`src/pkg/overlay_regs.svh`:
```
// Register offsets, field positions and reset values of the overlay register bank.
// Assumes inclusion by bare name from the package and the design modules.
`ifndef OVERLAY_REGS_SVH
`define OVERLAY_REGS_SVH

// I/O byte addresses of each register word
`define OVL_CTRL_ADDR        16'ha3d0
`define OVL_COLOR_LO_ADDR    16'ha7d0
`define OVL_COLOR_HI_ADDR    16'habd0
`define OVL_POS_ADDR         16'hafd0
`define OVL_BASE_ADDR        16'hb3d0

// Control register fields
`define CTRL_SEL_LSB         0
`define CTRL_CORNER_BIT      5
`define CTRL_MENU_WIDTH_BIT  8
`define CTRL_XZOOM_BIT       9
`define CTRL_YZOOM_BIT       10
`define CTRL_AUTOZOOM_BIT    11
`define CTRL_TRANSP_BIT      12
`define CTRL_RSVD13_BIT      13
`define CTRL_POSCTL_BIT      14
`define CTRL_BLINK_BIT       15
// Writable bits: 15..0 except 13; 4..2 are read/write reserved
`define CTRL_WMASK           32'h0000dfff

// Position register fields
`define POS_X_MAG_MSB        10
`define POS_X_SIGN_BIT       15
`define POS_Y_MAG_LSB        16
`define POS_Y_MAG_MSB        26
`define POS_Y_SIGN_BIT       31
`define POS_WMASK            32'h87ff87ff

// Base address field 20..10
`define BASE_LSB             10
`define BASE_MSB             20
`define BASE_WMASK           32'h001ffc00

// Colour field layout inside a 16-bit half
`define COL_BLUE_MSB         4
`define COL_GREEN_LSB        5
`define COL_GREEN_MSB        10
`define COL_RED_LSB          11

`define REG_RESET            32'h00000000

`endif

```
`src/pkg/overlay_pkg.sv`:
```
// Types shared by the overlay register bank and its helpers.
// Assumes overlay_regs.svh is on the include path.
package overlay_pkg;
  `include "overlay_regs.svh"

  typedef enum logic [1:0] {
    SEL_OFF,
    SEL_CUR32,
    SEL_CUR64,
    SEL_MENU
  } overlay_sel_t;

  typedef enum logic [2:0] {
    REG_NONE,
    REG_CTRL,
    REG_COLOR_LO,
    REG_COLOR_HI,
    REG_POS,
    REG_BASE
  } reg_sel_t;
endpackage

```
`src/hdl/overlay_pos_calc.sv`:
```
// Sign-magnitude position to two's complement, with low-resolution halving.
// Assumes the caller supplies register fields already stored.
`timescale 1ns/1ps
`default_nettype none
module overlay_pos_calc
  import overlay_pkg::*;
(
  input  wire logic        sign,
  input  wire logic [10:0] mag,
  input  wire logic        halve,
  output logic      [11:0] pos
);
  wire [11:0] mag_eff;
  wire [11:0] mag_ext;

  // Halve the magnitude before sign so negative positions stay symmetric
  assign mag_ext = {1'b0, mag};
  assign mag_eff = halve ? (mag_ext >> 1) : mag_ext;
  assign pos     = sign ? (12'h000 - mag_eff) : mag_eff;
endmodule
`default_nettype wire

```
`src/hdl/overlay_color_pick.sv`:
```
// Selects the displayed colour for a 2-bit overlay pixel index.
// Assumes colour index and mode are stable in the same cycle.
`timescale 1ns/1ps
`default_nettype none
module overlay_color_pick
  import overlay_pkg::*;
(
  input  wire logic [63:0] colors,
  input  wire logic [1:0]  index,
  input  wire logic        menu_mode,
  input  wire logic        transp_on,
  output logic      [15:0] color,
  output logic             transparent
);
  wire [1:0] idx_eff;

  // Cursor modes only know entries 0 and 1
  assign idx_eff     = menu_mode ? index : {1'b0, index[0]};
  assign color       = colors[idx_eff*16 +: 16];
  assign transparent = transp_on && (idx_eff == 2'h2);
endmodule
`default_nettype wire

```
`src/hdl/overlay_regs_bank.sv`:
```
// Overlay register bank: control, colours, position and base address,
// plus the derived display controls handed to the pixel pipeline.
// Assumes a simple synchronous I/O port: address, write/read strobes and
// per-halfword enables; read data returned one cycle after the read strobe.
//
// Functional notes
// - Auto zoom with bits 13,14 clear doubles menu width hi-res, halves menu X lo-res
// - Transparency makes colour 2 transparent only in 64x64 pop-up mode
// - Position control clear halves X in low-res menu mode; set leaves it unchanged
// - Blink enable gates overlay with blink phase; clear shows it steadily
// - Colours are 5-6-5 RGB; second colour sits in upper halfword
// - Colour registers accept 16-bit halves or full 32-bit writes
// - Colour writes reach display output immediately, no frame wait
// - Colours 2 and 3 used only in pop-up menu mode
// - X position: 11-bit magnitude bits 10..0, sign bit 15
// - Y position: 11-bit magnitude bits 26..16, sign bit 31
// - Position is offset from reference corner to image corner
// - Each axis halfword writable alone; unused bits ignored
// - Base address from bits 20..10; bits 9..0 read zero
// - All registers readable and writable by 16- or 32-bit I/O
// - Overlay select takes effect at next vertical blank
// - Corner select picks blanking or display-enable reference
//
// Host port, synchronous to clk
//   io_addr      byte address; low two bits ignored
//   io_wr        write strobe, one cycle per access
//   io_rd        read strobe, one cycle per access
//   io_half_en   bit 0 low halfword, bit 1 high; both for 32-bit
//   io_wdata     write data; disabled halves keep their old value
//   io_rdata     read data; disabled halves read zero
//   io_rvalid    one-cycle pulse alongside the read data
//
// Display-side inputs, taken as synchronous to clk
//   vblank       high in vertical blank; select moves only then
//   low_res      high in low-resolution modes
//   blink_phase  on phase of the external blink timer
//   pix_index    two-bit index read from the overlay image
//
// Display-side outputs, all straight from flops
//   overlay_sel       select in force for this frame
//   overlay_visible   select on and, when blinking, in the on phase
//   reference_corner  corner bit from control
//   menu_two_bpp      menu width bit from control
//   x_zoom, y_zoom    manual zoom bits from control
//   width_double      auto zoom in a high-resolution menu
//   pos_x, pos_y      two's complement offsets, X halved when asked
//   image_base        base field; low ten address bits implied zero
//   pix_color         colour for pix_index, one cycle later
//   pix_transparent   index 2 in the 64x64 menu with transparency on
//
// Register words, low two address bits ignored
//   a3d0  overlay_control
//   a7d0  overlay_color_pair_low
//   abd0  overlay_color_pair_high
//   afd0  overlay_position
//   b3d0  overlay_base_address
//   other addresses read zero and drop writes
//
// overlay_control fields
//   1:0    select: off, 32x32 cursor, 64x64 cursor, pop-up menu
//   4:2    spare, read/write, software keeps them zero
//   5      reference corner: blanking or display enable
//   7:6    spare, read/write
//   8      menu width: 0 is 128 wide at 1 bpp, 1 is 64 wide at 2 bpp
//   9      manual horizontal zoom
//   10     manual vertical zoom
//   11     horizontal auto zoom
//   12     colour 2 transparent in the 64x64 menu
//   13     not stored, reads zero
//   14     position control: 1 stops the low-res halving
//   15     blink enable
//   31:16  not stored, read zero
//
// Colour pair fields, both registers alike
//   15:0   colour zero or two: red 15:11, green 10:5, blue 4:0
//   31:16  colour one or three, same layout
//
// overlay_position fields
//   10:0   horizontal magnitude
//   14:11  not stored, read zero
//   15     horizontal sign
//   26:16  vertical magnitude
//   30:27  not stored, read zero
//   31     vertical sign
//
// overlay_base_address fields
//   9:0    not stored, read zero; image sits on a 1024-byte boundary
//   20:10  image base in display memory
//   31:21  not stored, read zero
//
// Timing, one clock throughout
//   reset: every register and output clears to zero
//   write: register loaded at the edge that samples the strobe
//   read: data and valid registered, standing one cycle after the strobe
//   display outputs: one cycle behind the register or input
//   select: loaded at any edge with vblank high, out one cycle later
//   colours, position, base and zoom: no frame wait
//
// Limitations
//   blink rate and duty live outside; blink_phase only gates visibility
//   a read in the write cycle of the same word returns the old value
//   negative positions in menu mode and base bit 10 in the 128x128 menu
//   are left to software to avoid; the logic does not trap them
//   a 1 bpp menu image supplies only indices 0 and 1
//   zero reset values are a choice; software should program every word
`timescale 1ns/1ps
`default_nettype none
`include "overlay_regs.svh"
module overlay_regs_bank
  import overlay_pkg::*;
(
  input  wire logic        clk,
  input  wire logic        rst,
  input  wire logic [15:0] io_addr,
  input  wire logic        io_wr,
  input  wire logic        io_rd,
  input  wire logic [1:0]  io_half_en,
  input  wire logic [31:0] io_wdata,
  output logic      [31:0] io_rdata,
  output logic             io_rvalid,
  input  wire logic        vblank,
  input  wire logic        low_res,
  input  wire logic        blink_phase,
  input  wire logic [1:0]  pix_index,
  output logic      [1:0]  overlay_sel,
  output logic             overlay_visible,
  output logic             reference_corner,
  output logic             menu_two_bpp,
  output logic             x_zoom,
  output logic             y_zoom,
  output logic             width_double,
  output logic      [11:0] pos_x,
  output logic      [11:0] pos_y,
  output logic      [10:0] image_base,
  output logic      [15:0] pix_color,
  output logic             pix_transparent
);
  // Stored register words
  logic [31:0] overlay_control_r;
  logic [31:0] overlay_color_pair_low_r;
  logic [31:0] overlay_color_pair_high_r;
  logic [31:0] overlay_position_r;
  logic [31:0] overlay_base_address_r;
  // Select in force for the current frame
  logic [1:0]  sel_active_r;
  // Read port
  logic [31:0] rdata_r;
  logic        rvalid_r;
  // Output flops
  logic [1:0]  overlay_sel_r;
  logic        visible_r;
  logic        corner_r;
  logic        two_bpp_r;
  logic        x_zoom_r;
  logic        y_zoom_r;
  logic        width_double_r;
  logic [11:0] pos_x_r;
  logic [11:0] pos_y_r;
  logic [10:0] image_base_r;
  logic [15:0] pix_color_r;
  logic        pix_transparent_r;

  // Address decode used by both the write and read paths
  function automatic reg_sel_t decode(input logic [15:0] a);
    reg_sel_t s;
    s = REG_NONE;
    case (a & 16'hfffc)
      `OVL_CTRL_ADDR:     s = REG_CTRL;
      `OVL_COLOR_LO_ADDR: s = REG_COLOR_LO;
      `OVL_COLOR_HI_ADDR: s = REG_COLOR_HI;
      `OVL_POS_ADDR:      s = REG_POS;
      `OVL_BASE_ADDR:     s = REG_BASE;
      default:            s = REG_NONE;
    endcase
    return s;
  endfunction

  // Merge write data per halfword, then mask off bits that do not exist
  function automatic logic [31:0] merge(input logic [31:0] old, input logic [31:0] wd,
                                        input logic [1:0] en, input logic [31:0] wmask);
    logic [31:0] m;
    m = {en[1] ? wd[31:16] : old[31:16], en[0] ? wd[15:0] : old[15:0]};
    return m & wmask;
  endfunction

  wire reg_sel_t    sel_dec = decode(io_addr);
  wire [31:0] ctrl_nxt     = merge(overlay_control_r, io_wdata, io_half_en,
                                   `CTRL_WMASK);
  wire [31:0] col_lo_nxt   = merge(overlay_color_pair_low_r, io_wdata, io_half_en,
                                   32'hffffffff);
  wire [31:0] col_hi_nxt   = merge(overlay_color_pair_high_r, io_wdata, io_half_en,
                                   32'hffffffff);
  wire [31:0] pos_nxt      = merge(overlay_position_r, io_wdata, io_half_en,
                                   `POS_WMASK);
  wire [31:0] base_nxt     = merge(overlay_base_address_r, io_wdata, io_half_en,
                                   `BASE_WMASK);
  wire        wr_ctrl      = io_wr && (sel_dec == REG_CTRL);
  wire        wr_col_lo    = io_wr && (sel_dec == REG_COLOR_LO);
  wire        wr_col_hi    = io_wr && (sel_dec == REG_COLOR_HI);
  wire        wr_pos       = io_wr && (sel_dec == REG_POS);
  wire        wr_base      = io_wr && (sel_dec == REG_BASE);

  // Register writes, 16- or 32-bit
  always_ff @(posedge clk or posedge rst) begin
    if (rst) begin
      overlay_control_r         <= `REG_RESET;
      overlay_color_pair_low_r  <= `REG_RESET;
      overlay_color_pair_high_r <= `REG_RESET;
      overlay_position_r        <= `REG_RESET;
      overlay_base_address_r    <= `REG_RESET;
    end else begin
      if (wr_ctrl) overlay_control_r <= ctrl_nxt;
      if (wr_col_lo) overlay_color_pair_low_r <= col_lo_nxt;
      if (wr_col_hi) overlay_color_pair_high_r <= col_hi_nxt;
      if (wr_pos) overlay_position_r <= pos_nxt;
      if (wr_base) overlay_base_address_r <= base_nxt;
    end
  end

  // Read mux; unmapped addresses return zero
  wire [31:0] rd_mux =
    (sel_dec == REG_CTRL)     ? overlay_control_r :
    (sel_dec == REG_COLOR_LO) ? overlay_color_pair_low_r :
    (sel_dec == REG_COLOR_HI) ? overlay_color_pair_high_r :
    (sel_dec == REG_POS)      ? overlay_position_r :
    (sel_dec == REG_BASE)     ? overlay_base_address_r : 32'h00000000;
  wire [31:0] rd_masked = {io_half_en[1] ? rd_mux[31:16] : 16'h0000,
                           io_half_en[0] ? rd_mux[15:0] : 16'h0000};

  always_ff @(posedge clk or posedge rst) begin
    if (rst) begin
      rdata_r  <= 32'h00000000;
      rvalid_r <= 1'b0;
    end else begin
      rvalid_r <= io_rd;
      if (io_rd) rdata_r <= rd_masked;
    end
  end

  // Overlay select only moves at vertical blank so a frame never tears
  always_ff @(posedge clk or posedge rst) begin
    if (rst) begin
      sel_active_r <= 2'h0;
    end else if (vblank) begin
      sel_active_r <= overlay_control_r[`CTRL_SEL_LSB +: 2];
    end
  end

  // Derived display controls
  wire       menu_mode  = (sel_active_r == SEL_MENU);
  wire       posctl     = overlay_control_r[`CTRL_POSCTL_BIT];
  wire       autozoom   = overlay_control_r[`CTRL_AUTOZOOM_BIT] &&
                          !overlay_control_r[`CTRL_RSVD13_BIT] && !posctl;
  wire       two_bpp    = overlay_control_r[`CTRL_MENU_WIDTH_BIT];
  // Halving covers auto-zoom and plain position-control cases alike
  wire       halve_x    = menu_mode && low_res && !posctl;
  wire       dbl_width  = menu_mode && autozoom && !low_res;
  wire       transp_on  = menu_mode && two_bpp &&
                          overlay_control_r[`CTRL_TRANSP_BIT];
  wire       blink_on   = overlay_control_r[`CTRL_BLINK_BIT];
  wire       visible    = (sel_active_r != SEL_OFF) &&
                          (!blink_on || blink_phase);
  wire [11:0] x_calc;
  wire [11:0] y_calc;
  wire [15:0] color_calc;
  wire        transp_calc;

  overlay_pos_calc u_pos_x (
    .sign  (overlay_position_r[`POS_X_SIGN_BIT]),
    .mag   (overlay_position_r[`POS_X_MAG_MSB:0]),
    .halve (halve_x),
    .pos   (x_calc)
  );

  // Vertical never halves
  overlay_pos_calc u_pos_y (
    .sign  (overlay_position_r[`POS_Y_SIGN_BIT]),
    .mag   (overlay_position_r[`POS_Y_MAG_MSB:`POS_Y_MAG_LSB]),
    .halve (1'b0),
    .pos   (y_calc)
  );

  // Colour halves in 5-6-5 layout, two per register
  overlay_color_pick u_color (
    .colors      ({overlay_color_pair_high_r, overlay_color_pair_low_r}),
    .index       (pix_index),
    .menu_mode   (menu_mode),
    .transp_on   (transp_on),
    .color       (color_calc),
    .transparent (transp_calc)
  );

  // Output flops; colours bypass vblank, so a write shows the next cycle
  always_ff @(posedge clk or posedge rst) begin
    if (rst) begin
      overlay_sel_r     <= 2'h0;
      visible_r         <= 1'b0;
      corner_r          <= 1'b0;
      two_bpp_r         <= 1'b0;
      x_zoom_r          <= 1'b0;
      y_zoom_r          <= 1'b0;
      width_double_r    <= 1'b0;
      pos_x_r           <= 12'h000;
      pos_y_r           <= 12'h000;
      image_base_r      <= 11'h000;
      pix_color_r       <= 16'h0000;
      pix_transparent_r <= 1'b0;
    end else begin
      overlay_sel_r     <= sel_active_r;
      visible_r         <= visible;
      corner_r          <= overlay_control_r[`CTRL_CORNER_BIT];
      two_bpp_r         <= two_bpp;
      x_zoom_r          <= overlay_control_r[`CTRL_XZOOM_BIT];
      y_zoom_r          <= overlay_control_r[`CTRL_YZOOM_BIT];
      width_double_r    <= dbl_width;
      pos_x_r           <= x_calc;
      pos_y_r           <= y_calc;
      image_base_r      <= overlay_base_address_r[`BASE_MSB:`BASE_LSB];
      pix_color_r       <= color_calc;
      pix_transparent_r <= transp_calc;
    end
  end

  assign io_rdata         = rdata_r;
  assign io_rvalid        = rvalid_r;
  assign overlay_sel      = overlay_sel_r;
  assign overlay_visible  = visible_r;
  assign reference_corner = corner_r;
  assign menu_two_bpp     = two_bpp_r;
  assign x_zoom           = x_zoom_r;
  assign y_zoom           = y_zoom_r;
  assign width_double     = width_double_r;
  assign pos_x            = pos_x_r;
  assign pos_y            = pos_y_r;
  assign image_base       = image_base_r;
  assign pix_color        = pix_color_r;
  assign pix_transparent  = pix_transparent_r;
endmodule
`default_nettype wire

```
`config.mk`:
```
export PLATFORM = sky130hd
export DESIGN_NAME = overlay_regs_bank
export DESIGN_NICKNAME = d
export VERILOG_FILES = /design/src/pkg/overlay_pkg.sv /design/src/hdl/overlay_pos_calc.sv /design/src/hdl/overlay_color_pick.sv /design/src/hdl/overlay_regs_bank.sv
export VERILOG_INCLUDE_DIRS = /design/src /design/src/pkg
export SDC_FILE = /design/constraint.sdc
export NUM_CORES = 1
export LEC_CHECK = 0
export BUFFER_PORTS_ARGS = -buffer_cell sky130_fd_sc_hd__clkbuf_2
export CORE_MARGIN = 10
export CORE_UTILIZATION = 35
export CTS_CLUSTER_SIZE = 25
export DETAILED_ROUTE_END_ITERATION = 8
export HOLD_SLACK_MARGIN = 0.05
export SETUP_SLACK_MARGIN = 0.5
export SLEW_MARGIN = 25
export SYNTH_ARGS = -nofsm -noshare
export SYNTH_HDL_FRONTEND = slang
export SYNTH_HIERARCHICAL = 1
export SYNTH_SLANG_ARGS = --single-unit
```
`constraint.sdc`:
```
create_clock -name clk -period 8.2 [get_ports clk]
set_input_delay 0.41 -clock clk [delete_from_list [all_inputs] [get_ports clk]]
set_output_delay 0.41 -clock clk [all_outputs]
set_load 0.02 [all_outputs]
```
# Word level (Yosys, flattened, before mapping)
# Index checks and enable logic that the tools add are counted.
# word_totals
ff_bits,209
in_bits,59
output_inout_bits,93
elab_cells,79
# op_classes
add_sub_neg,2
eq_ne,12
shift,1
n_mux,12
n_reduce_logical,28
# ops
op,n
$mux 32,4
$eq 14x14->1 const B,5
$shiftx 64x7->16,1
$mux 16,2
$mux 12,2
$mux 21,1
$reduce_and 2->1,9
$pmux 3 s5,1
$logic_and 1x1->1,14
$sub 1x11->12 const A,1
$sub 1x12->12 const A,1
$mux 11,1
$eq 3x2->1 const B,2
$eq 3x3->1 const B,2
$eq 2x2->1 const B,2
$eq 3x1->1 const B,1
$logic_not 1->1,3
$mux 2,1
$reduce_bool 2->1,1
$logic_or 1x1->1,1

# Logic depth before layout (Yosys ltp)
# Gate-level depths: netlist of run 1.
# logic_depth
word_depth,9
mapped_depth,10
mapped_depth_nobuf,9

# Cells and area by module
# The synthesis of run 1 kept the hierarchy.
# by_module_without_submodules
mod,instances,cells_each,area_per_inst_um2,seq_area_each_um2
overlay_regs_bank,1,583,8350.5,5230.0
overlay_pos_calc,2,92,595.6,0.0
overlay_color_pick,1,21,435.4,0.0

# Least setup slack after synthesis of run 1
# Ideal clock, no wire load.
# synth_path
path_type,reg2reg
start,register sel_active_r[0]
end,"register pos_x_r[10], in the netlist pos_x[10]"
setup_time_ps,123
t_arrival_ps,2629
required_ps,8077
slack_ps,5449
path_stages_with_launch,10
n_path_buf,1
period_less_slack_ps,2751
cell_sequence,dfrtp_1 -> nand2_1 -> nor3b_1 -> clkbuf_1 -> mux2i_1 -> ha_1 -> nor2b_1 -> nand4_1 -> o31a_1 -> o221a_2
# synth_between
elab_chain_cells,6
# synth_lines
item,line_no,rtl
from (decl),overlay_regs_bank.sv:145,logic [1:0] sel_active_r;
from (signal assigned),overlay_regs_bank.sv:245,sel_active_r <= overlay_control_r[`CTRL_SEL_LSB +: 2];
$eq 2x2->1 (*),overlay_regs_bank.sv:250,wire menu_mode = (sel_active_r == SEL_MENU);
$logic_and 1x1->1 (*) (2 in series),overlay_regs_bank.sv:256,wire halve_x = menu_mode && low_res && !posctl;
net halve_x,overlay_regs_bank.sv:256,
$mux 11 (*),overlay_pos_calc.sv:18,assign mag_eff = halve ? (mag_ext >> 1) : mag_ext;
$sub 1x12->12,overlay_pos_calc.sv:19,assign pos = sign ? (12'h000 - mag_eff) : mag_eff;
$mux 12 (*),overlay_pos_calc.sv:19,
net x_calc[10],overlay_regs_bank.sv:263,wire [11:0] x_calc;
to (signal assigned),overlay_regs_bank.sv:316,pos_x_r <= x_calc;
to (decl),overlay_regs_bank.sv:157,logic [11:0] pos_x_r;
# Mark *: on every way through the listed nets, which the timed path passes. The rest lies on a longest branch.
# A chain may end at the register's enable or synchronous reset.

# Final worst setup path of run 1
# layout_path
start,register sel_active_r[1]
end,"register pos_x_r[10], in the netlist pos_x[10]"
# The elaborated chain is that of the path after synthesis.

==> impl_metrics.json, run 1 <==
{
  "vias_per_cell": 5.37,
  "p_per_area_nw_per_um2": 191,
  "hold_buffers": 1,
  "startpoint": "sel_active_r[1]",
  "first_global_vias": 7222,
  "die_y_um": 189,
  "layout_common_cells": "dfrtp_1, clkbuf_2, mux2_2",
  "wl_met2_um": 13400,
  "wire_per_inst_um": 21.3,
  "hp-class": "in -> reg",
  "critPathKind": "reg -> reg",
  "ys.warnings.count": 6,
  "overflow": 0,
  "outcome": "complete, no violations",
  "ys.flop_type": "dfrtp_1",
  "leakage_nw": 5.86,
  "multi_input_area_um2": 4370,
  "path_max_fanout": 26,
  "avgSynthCellArea_um2": 12.7,
  "synth-edff-count": 0,
  "worstReg2RegStart": "sel_active_r[1]",
  "fillers": 2709,
  "grt_pass1_wl_um": 43800,
  "coreArea_um2": 27900,
  "synth_area_um2": 9980,
  "final_common_cell": "dfrtp_1",
  "holdCritStartpoint": "blink_phase",
  "ctsResizeCount": 0,
  "cts_buffers": 26,
  "postCtsSetupBuffers": 0,
  "firstDrtPassIters": 5,
  "ys_types": 71,
  "antenna_left": 0,
  "synthCells": 788,
  "rsz0062_at_grt": "no",
  "wl_um": 28100,
  "start_util_pct": 35.7,
  "insertion_delay_ns": 0.52,
  "setup_tns_ns": 0,
  "io_buffer_count": 149,
  "layout.nets": 986,
  "top_layer": "met4",
  "grt_max_degree": 139,
  "hold_viol": 0,
  "min_period_over_period_pct": 35.9,
  "grt_antenna_before_repair": 0,
  "synth_area_leaders": "dfrtp_1, mux2_2, mux2_4, mux4_2, mux4_1",
  "dieArea_um2": 35700,
  "final_layout_size_suffix_gt1_share_pct": 35.0,
  "setup_viol": 0,
  "first_iter_violations": 557,
  "timing.fmax_mhz": 340,
  "cts.reportedPaths.clkPinSlew_ns": 0.06,
  "fin_crit_ns": 2.94,
  "boundaryPins": 152,
  "ctsHtreeMaxLevel": 1,
  "drc": 0,
  "drv_cap": 0,
  "vias": 7092,
  "slew_headroom_pct": 32.3,
  "dr_wl_met3_um": 1700,
  "ys_async_sr_fraction_pct": 100,
  "endpoint_kind": "flip-flop",
  "peakVddDrop_mv": 0.119,
  "dp_cells": 1272,
  "synthToLayoutAreaGrowth_pct": 18.9,
  "cts.sinks": 209,
  "gp_congestion": 0.850,
  "fin_util_pct": 42.5,
  "worst_pin_slew_ns": 1.02,
  "finClkSkew_ns": 0.00981,
  "met1_length_um": 12500,
  "ctsLongestPathBuffers": 3,
  "cts_tree": "yes",
  "num_rows": 61,
  "grt.total_usage_pct": 15.3,
  "yosysTopAreaCell": "dfrtp_1",
  "maxSlewViolCount": 0,
  "cp.required_ns": 8.60,
  "root_buffer": "clkbuf_16",
  "diodes": 0,
  "critical_path.startpoint_type": "flip-flop",
  "finalPower_mw": 2.27,
  "seqCellArea_um2": 5230,
  "synth.ff_latch_count": 209,
  "ys_seq_area_share_pct": 52.4,
  "die_width_um": 189,
  "arrival_ns": 3.34,
  "yosysTopAreaCellShare_pct": 52.4,
  "hpwl_um": 19800,
  "fin_cells": 1320
}
[sequential cells by signal (all words and copies together), names as in the netlist, 2 cells and up]
| signal | flops |
|---|---|
| image_base | 11 |
| io_rdata | 32 |
| overlay_base_address_r | 11 |
| overlay_color_pair_high_r | 32 |
| overlay_color_pair_low_r | 32 |
| overlay_control_r | 15 |
| overlay_position_r | 24 |
| overlay_sel | 2 |
| pix_color | 16 |
| pos_x | 12 |
| pos_y | 12 |
| sel_active_r | 2 |
[stage by stage]
stage | setup WS, ns | area, µm² | hold slack, ns
detailed placement | 4.92 | 11000 | 0.387
CTS | 5.24 | 11800 | 0.105
global route | 4.99 | 11900 | 0.129
global placement | 4.92 | 11000 | 0.383
finish | 5.26 | 11900 | 0.124
floorplan | 2.08 | 10000 | 0.365
[logic make-up after synthesis]
logic type                 synth area share, %
AOI/OAI and AO/OA                         12.3
xor gates and xnor gates                 0.878
adders and majority gates                0.251
buffers and inverters                     4.15
DFF                                       52.4
muxes                                     18.5
other                                   0.0376
and+or+nand+nor                           11.5
[critical path, cell delays in order (launching register included)]
cell and delay [ns]:
dfrtp_1 0.40, nand2_1 0.12, nor3b_2 0.19, buf_4 0.29, and2b_1 0.25, a21oi_1 0.21
ha_1 0.22, nor2b_1 0.27, nand4_1 0.28, o31a_1 0.31, o221a_2 0.27
[Yosys cell counts (5+ instances only)]
cell and number:
nand2b_1 11, clkbuf_1 29, mux4_2 9, o31ai_1 17
buf_2 16, o32ai_1 11, a21o_1 18, mux2_4 20
buf_6 5, mux2_1 15, dfrtp_1 209, or2_2 5
mux4_1 7, o2bb2ai_1 6, mux2_2 83, mux2i_1 6
o21a_1 7, a22oi_1 21, nand2_1 25, xnor2_1 10
nand4_1 10, inv_1 22, and3_1 10, nand3_1 8
o21ai_0 27, o311ai_0 6, a211oi_1 15, nor2_1 29
nor2b_1 15, nor4_1 12, nor3_1 14, a21oi_1 9
[power breakdown]
| group | leakage (nW) | switching [mW] | internal (mW) |
|---|---|---|---|
| combinational | 2.51 | 0.0645 | 0.0265 |
| clock | 0.430 | 0.430 | 0.714 |
| sequential | 2.92 | 0.000679 | 1.03 |
| total | 5.86 | 0.496 | 1.77 |
[path summary, 6_finish.rpt]
path	end	cells after the start	slack, ns
min in group asynchronous	pix_color[13]	3	0.54
worst max register to register	pos_x[10]	10	5.26
max in group asynchronous	overlay_color_pair_high_r[6]	4	6.29
worst min register to register	y_zoom	0	0.40
worst max-delay path	pos_x[10]	10	5.26
worst min-delay path	overlay_visible	3	0.12
[layer usage]
| layer | track usage [%] | vias up |
|---|---|---|
| li1 | - | 3246 |
| met1 | 20.1 | 3625 |
| met2 | 25.1 | 190 |
| met3 | 3.90 | 31 |
| met4 | 2.99 | 0 |
| met5 | 0 | - |
[layout make-up]
class                           count  share of cell area (%)
Timing Repair Buffer              158                    6.96
Clock inverter                      7                   0.749
Inverter                           24                   0.865
Sequential cell                   209                    44.1
Multi-Input combinational cell    506                    36.8
Tap cell                          378                    3.99
Clock buffer                       38                    6.55
Power figures use the tool's default switching activity.
==> run 2, diff against run 1 <==
Settings changed: ABC_AREA set to 1.
Clock period 8.2 ns to 2.5 ns, I/O delays scaled along.
==> impl_metrics.json, run 2 <==
{
  "startpoint": "sel_active_r[1]",
  "path_max_fanout": 7,
  "outcome": "complete, no violations",
  "min_period_over_period_pct": 75.0,
  "vias": 8682,
  "slew_headroom_pct": 52.7,
  "ys_async_sr_fraction_pct": 100,
  "grt.total_usage_pct": 16.2,
  "synth_area_leaders": "dfrtp_1, nand2_1, inv_1, nand3_1, o21ai_1",
  "dieArea_um2": 37100,
  "dpl_cell_area_um2": 11400,
  "endpoint_kind": "flip-flop",
  "grt_pass1_wl_um": 47800,
  "cts.reportedPaths.clkPinSlew_ns": 0.06,
  "pwr-share-clk_pct": 47.3,
  "gp_congestion": 0.900,
  "cts_tree": "yes",
  "ctsHtreeMaxLevel": 1,
  "fin_crit_ns": 1.87,
  "die_y_um": 193,
  "fin_util_pct": 42.7,
  "setup_viol": 0,
  "layout.nets": 1502,
  "synth_common_cells": "nand2_1, dfrtp_1, inv_1",
  "hpwl_um": 21900,
  "synth_nets": 1325,
  "layout_common_cells": "nand2_1, dfrtp_1, clkbuf_2",
  "reg2reg_slack_ns": 0.63,
  "firstDrtPassIters": 5,
  "leakage_nw": 6.76,
  "avgSynthCellArea_um2": 8.24,
  "final_area_um2": 12600,
  "first_iter_violations": 683,
  "worst_pin_slew_ns": 0.708,
  "vias_per_cell": 4.70,
  "insertion_delay_ns": 0.53,
  "synth-edff-count": 0,
  "synth_area_um2": 10400,
  "ys_types": 42,
  "finClkSkew_ns": 0.0244,
  "boundaryPins": 152,
  "drv_cap": 0,
  "p_per_area_nw_per_um2": 583,
  "drc": 0,
  "post-place-ws_ns": 0.439,
  "cts.sinks": 209,
  "netSwitchingFraction_pct": 23.0,
  "synthCells": 1264,
  "worstReg2RegStart": "sel_active_r[1]",
  "rsz0062_at_grt": "yes",
  "switchingPower_mw": 1.68,
  "ys.flop_type": "dfrtp_1",
  "yosysTopAreaCell": "dfrtp_1",
  "ys_seq_area_share_pct": 50.2,
  "timing.fmax_mhz": 534,
  "wire_per_inst_um": 16.2,
  "root_buffer": "clkbuf_16",
  "peakVddDrop_mv": 0.381,
  "critPathKind": "reg -> reg",
  "cts_buffers": 23,
  "synth.ff_latch_count": 209,
  "antenna_left": 0,
  "cp.required_ns": 2.91,
  "hold_viol": 0,
  "reg2reg_depth": 13,
  "ys.warnings.count": 6,
  "holdCritStartpoint": "io_half_en[1]",
  "maxSlewViolCount": 0,
  "wl_um": 30000,
  "yosysTopAreaCellShare_pct": 50.2,
  "diodes": 0,
  "coreArea_um2": 29500,
  "fin_ws_ns": 0.626,
  "die_width_um": 193,
  "synthToLayoutAreaGrowth_pct": 20.9,
  "final_common_cell": "nand2_1",
  "overflow": 0,
  "ctsLongestPathBuffers": 3,
  "yosysMostFrequentCell": "nand2_1",
  "hp-class": "in -> reg",
  "grt_max_degree": 59,
  "combPwrFrac_pct": 6.2,
  "whs_path_depth": 3,
  "io_buffer_count": 149,
  "power.internal_mw": 5.65,
  "critical_path.startpoint_type": "flip-flop",
  "grt_antenna_before_repair": 0,
  "arrival_ns": 2.29,
  "first_global_vias": 8635,
  "num_rows": 63,
  "start_util_pct": 35.3,
  "p_seq_share_pct": 46.5,
  "final_layout_size_suffix_gt1_share_pct": 22.7
}
## run 2: cell types whose count changed after synthesis, moves of 20 or more
cell     delta
a22oi_1    -20
inv_1     +114
mux2_2     -83
mux2_4     -20
nand2_1   +444
nand2_2    +23
nand3_1    +68
o21ai_1    +76
o21ai_2    +39
## run 2: final timing paths
kind                                                end
max                                            pos_x[4]
min                                        io_rdata[24]
max reg2reg                                    pos_x[4]
min reg2reg                            reference_corner
max in group asynchronous                      pos_y[6]
min in group asynchronous  overlay_color_pair_low_r[14]
## run 2: logic make-up after synthesis
group	after synthesis	share of synthesized area [%]
AO/OA/AOI/OAI	179	11.0
flip-flops	209	50.2
adder cells (fa/ha/maj)	2	0.240
buffers and inverters	205	9.78
other	1	0.0360
XOR/XNOR	10	0.841
AND/OR/NAND/NOR	658	27.9
## run 2: critical path: stages (launching register included)
cell     delay [ns]
dfrtp_1        0.37
nand2_2        0.09
inv_2          0.10
nand2_1        0.06
nor2_2         0.10
buf_6          0.15
inv_4          0.06
nand2_1        0.10
nand2_4        0.07
ha_2           0.21
nand3_4        0.11
nand2_1        0.09
xnor2_1        0.20
inv_1          0.05
## run 2: what timing repair did
action / in CTS / in global routing
hold buffers: 38 / 0
gates resized for setup: 1 / 7
pin swaps: 0 / 3
setup buffers: 3 / 3
cloned: 0 / 0
hold endpoints to repair: 141 / 0
setup endpoints to repair: 4 / 8
## run 2: layout make-up
cell class	instances	area, µm²
clock buffer	34	687
clock inverter	7	85.1
fill	3021	16900
inverter	149	581
multi-input combinational	850	4200
sequential	209	5230
tap	390	488
timing repair buffer	208	1330
## run 2: per-stage QoR
step / setup TNS (ns) / std cells / total power [mW] / hold slack, ns
finish: 0 / 1847 / 7.34 / 0.166
detailed placement: 0 / 1762 / 3.89 / 0.271
CTS: 0 / 1844 / 7.42 / 0.144
global route: 0 / 1847 / 7.59 / 0.158
floorplan: -70.90 / 1264 / 3.73 / 0.156
global placement: 0 / 1762 / 3.89 / 0.258
## run 2: power groups by stage
stage	combinational [mW]	clock (mW)	sequential, mW
floorplan	0.232	0	3.50
global route	0.510	3.67	3.41
finish	0.455	3.47	3.41
detailed placement	0.417	0	3.47
global placement	0.414	0	3.47
CTS	0.465	3.54	3.41
## run 2: layer usage
metal	global-route usage (%)	routed length, µm	vias to the layer above
met5	0	0	-
li1	-	-	4327
met1	22.4	13900	4078
met3	2.71	1780	34
met2	26.3	13900	243
met4	3.34	444	0
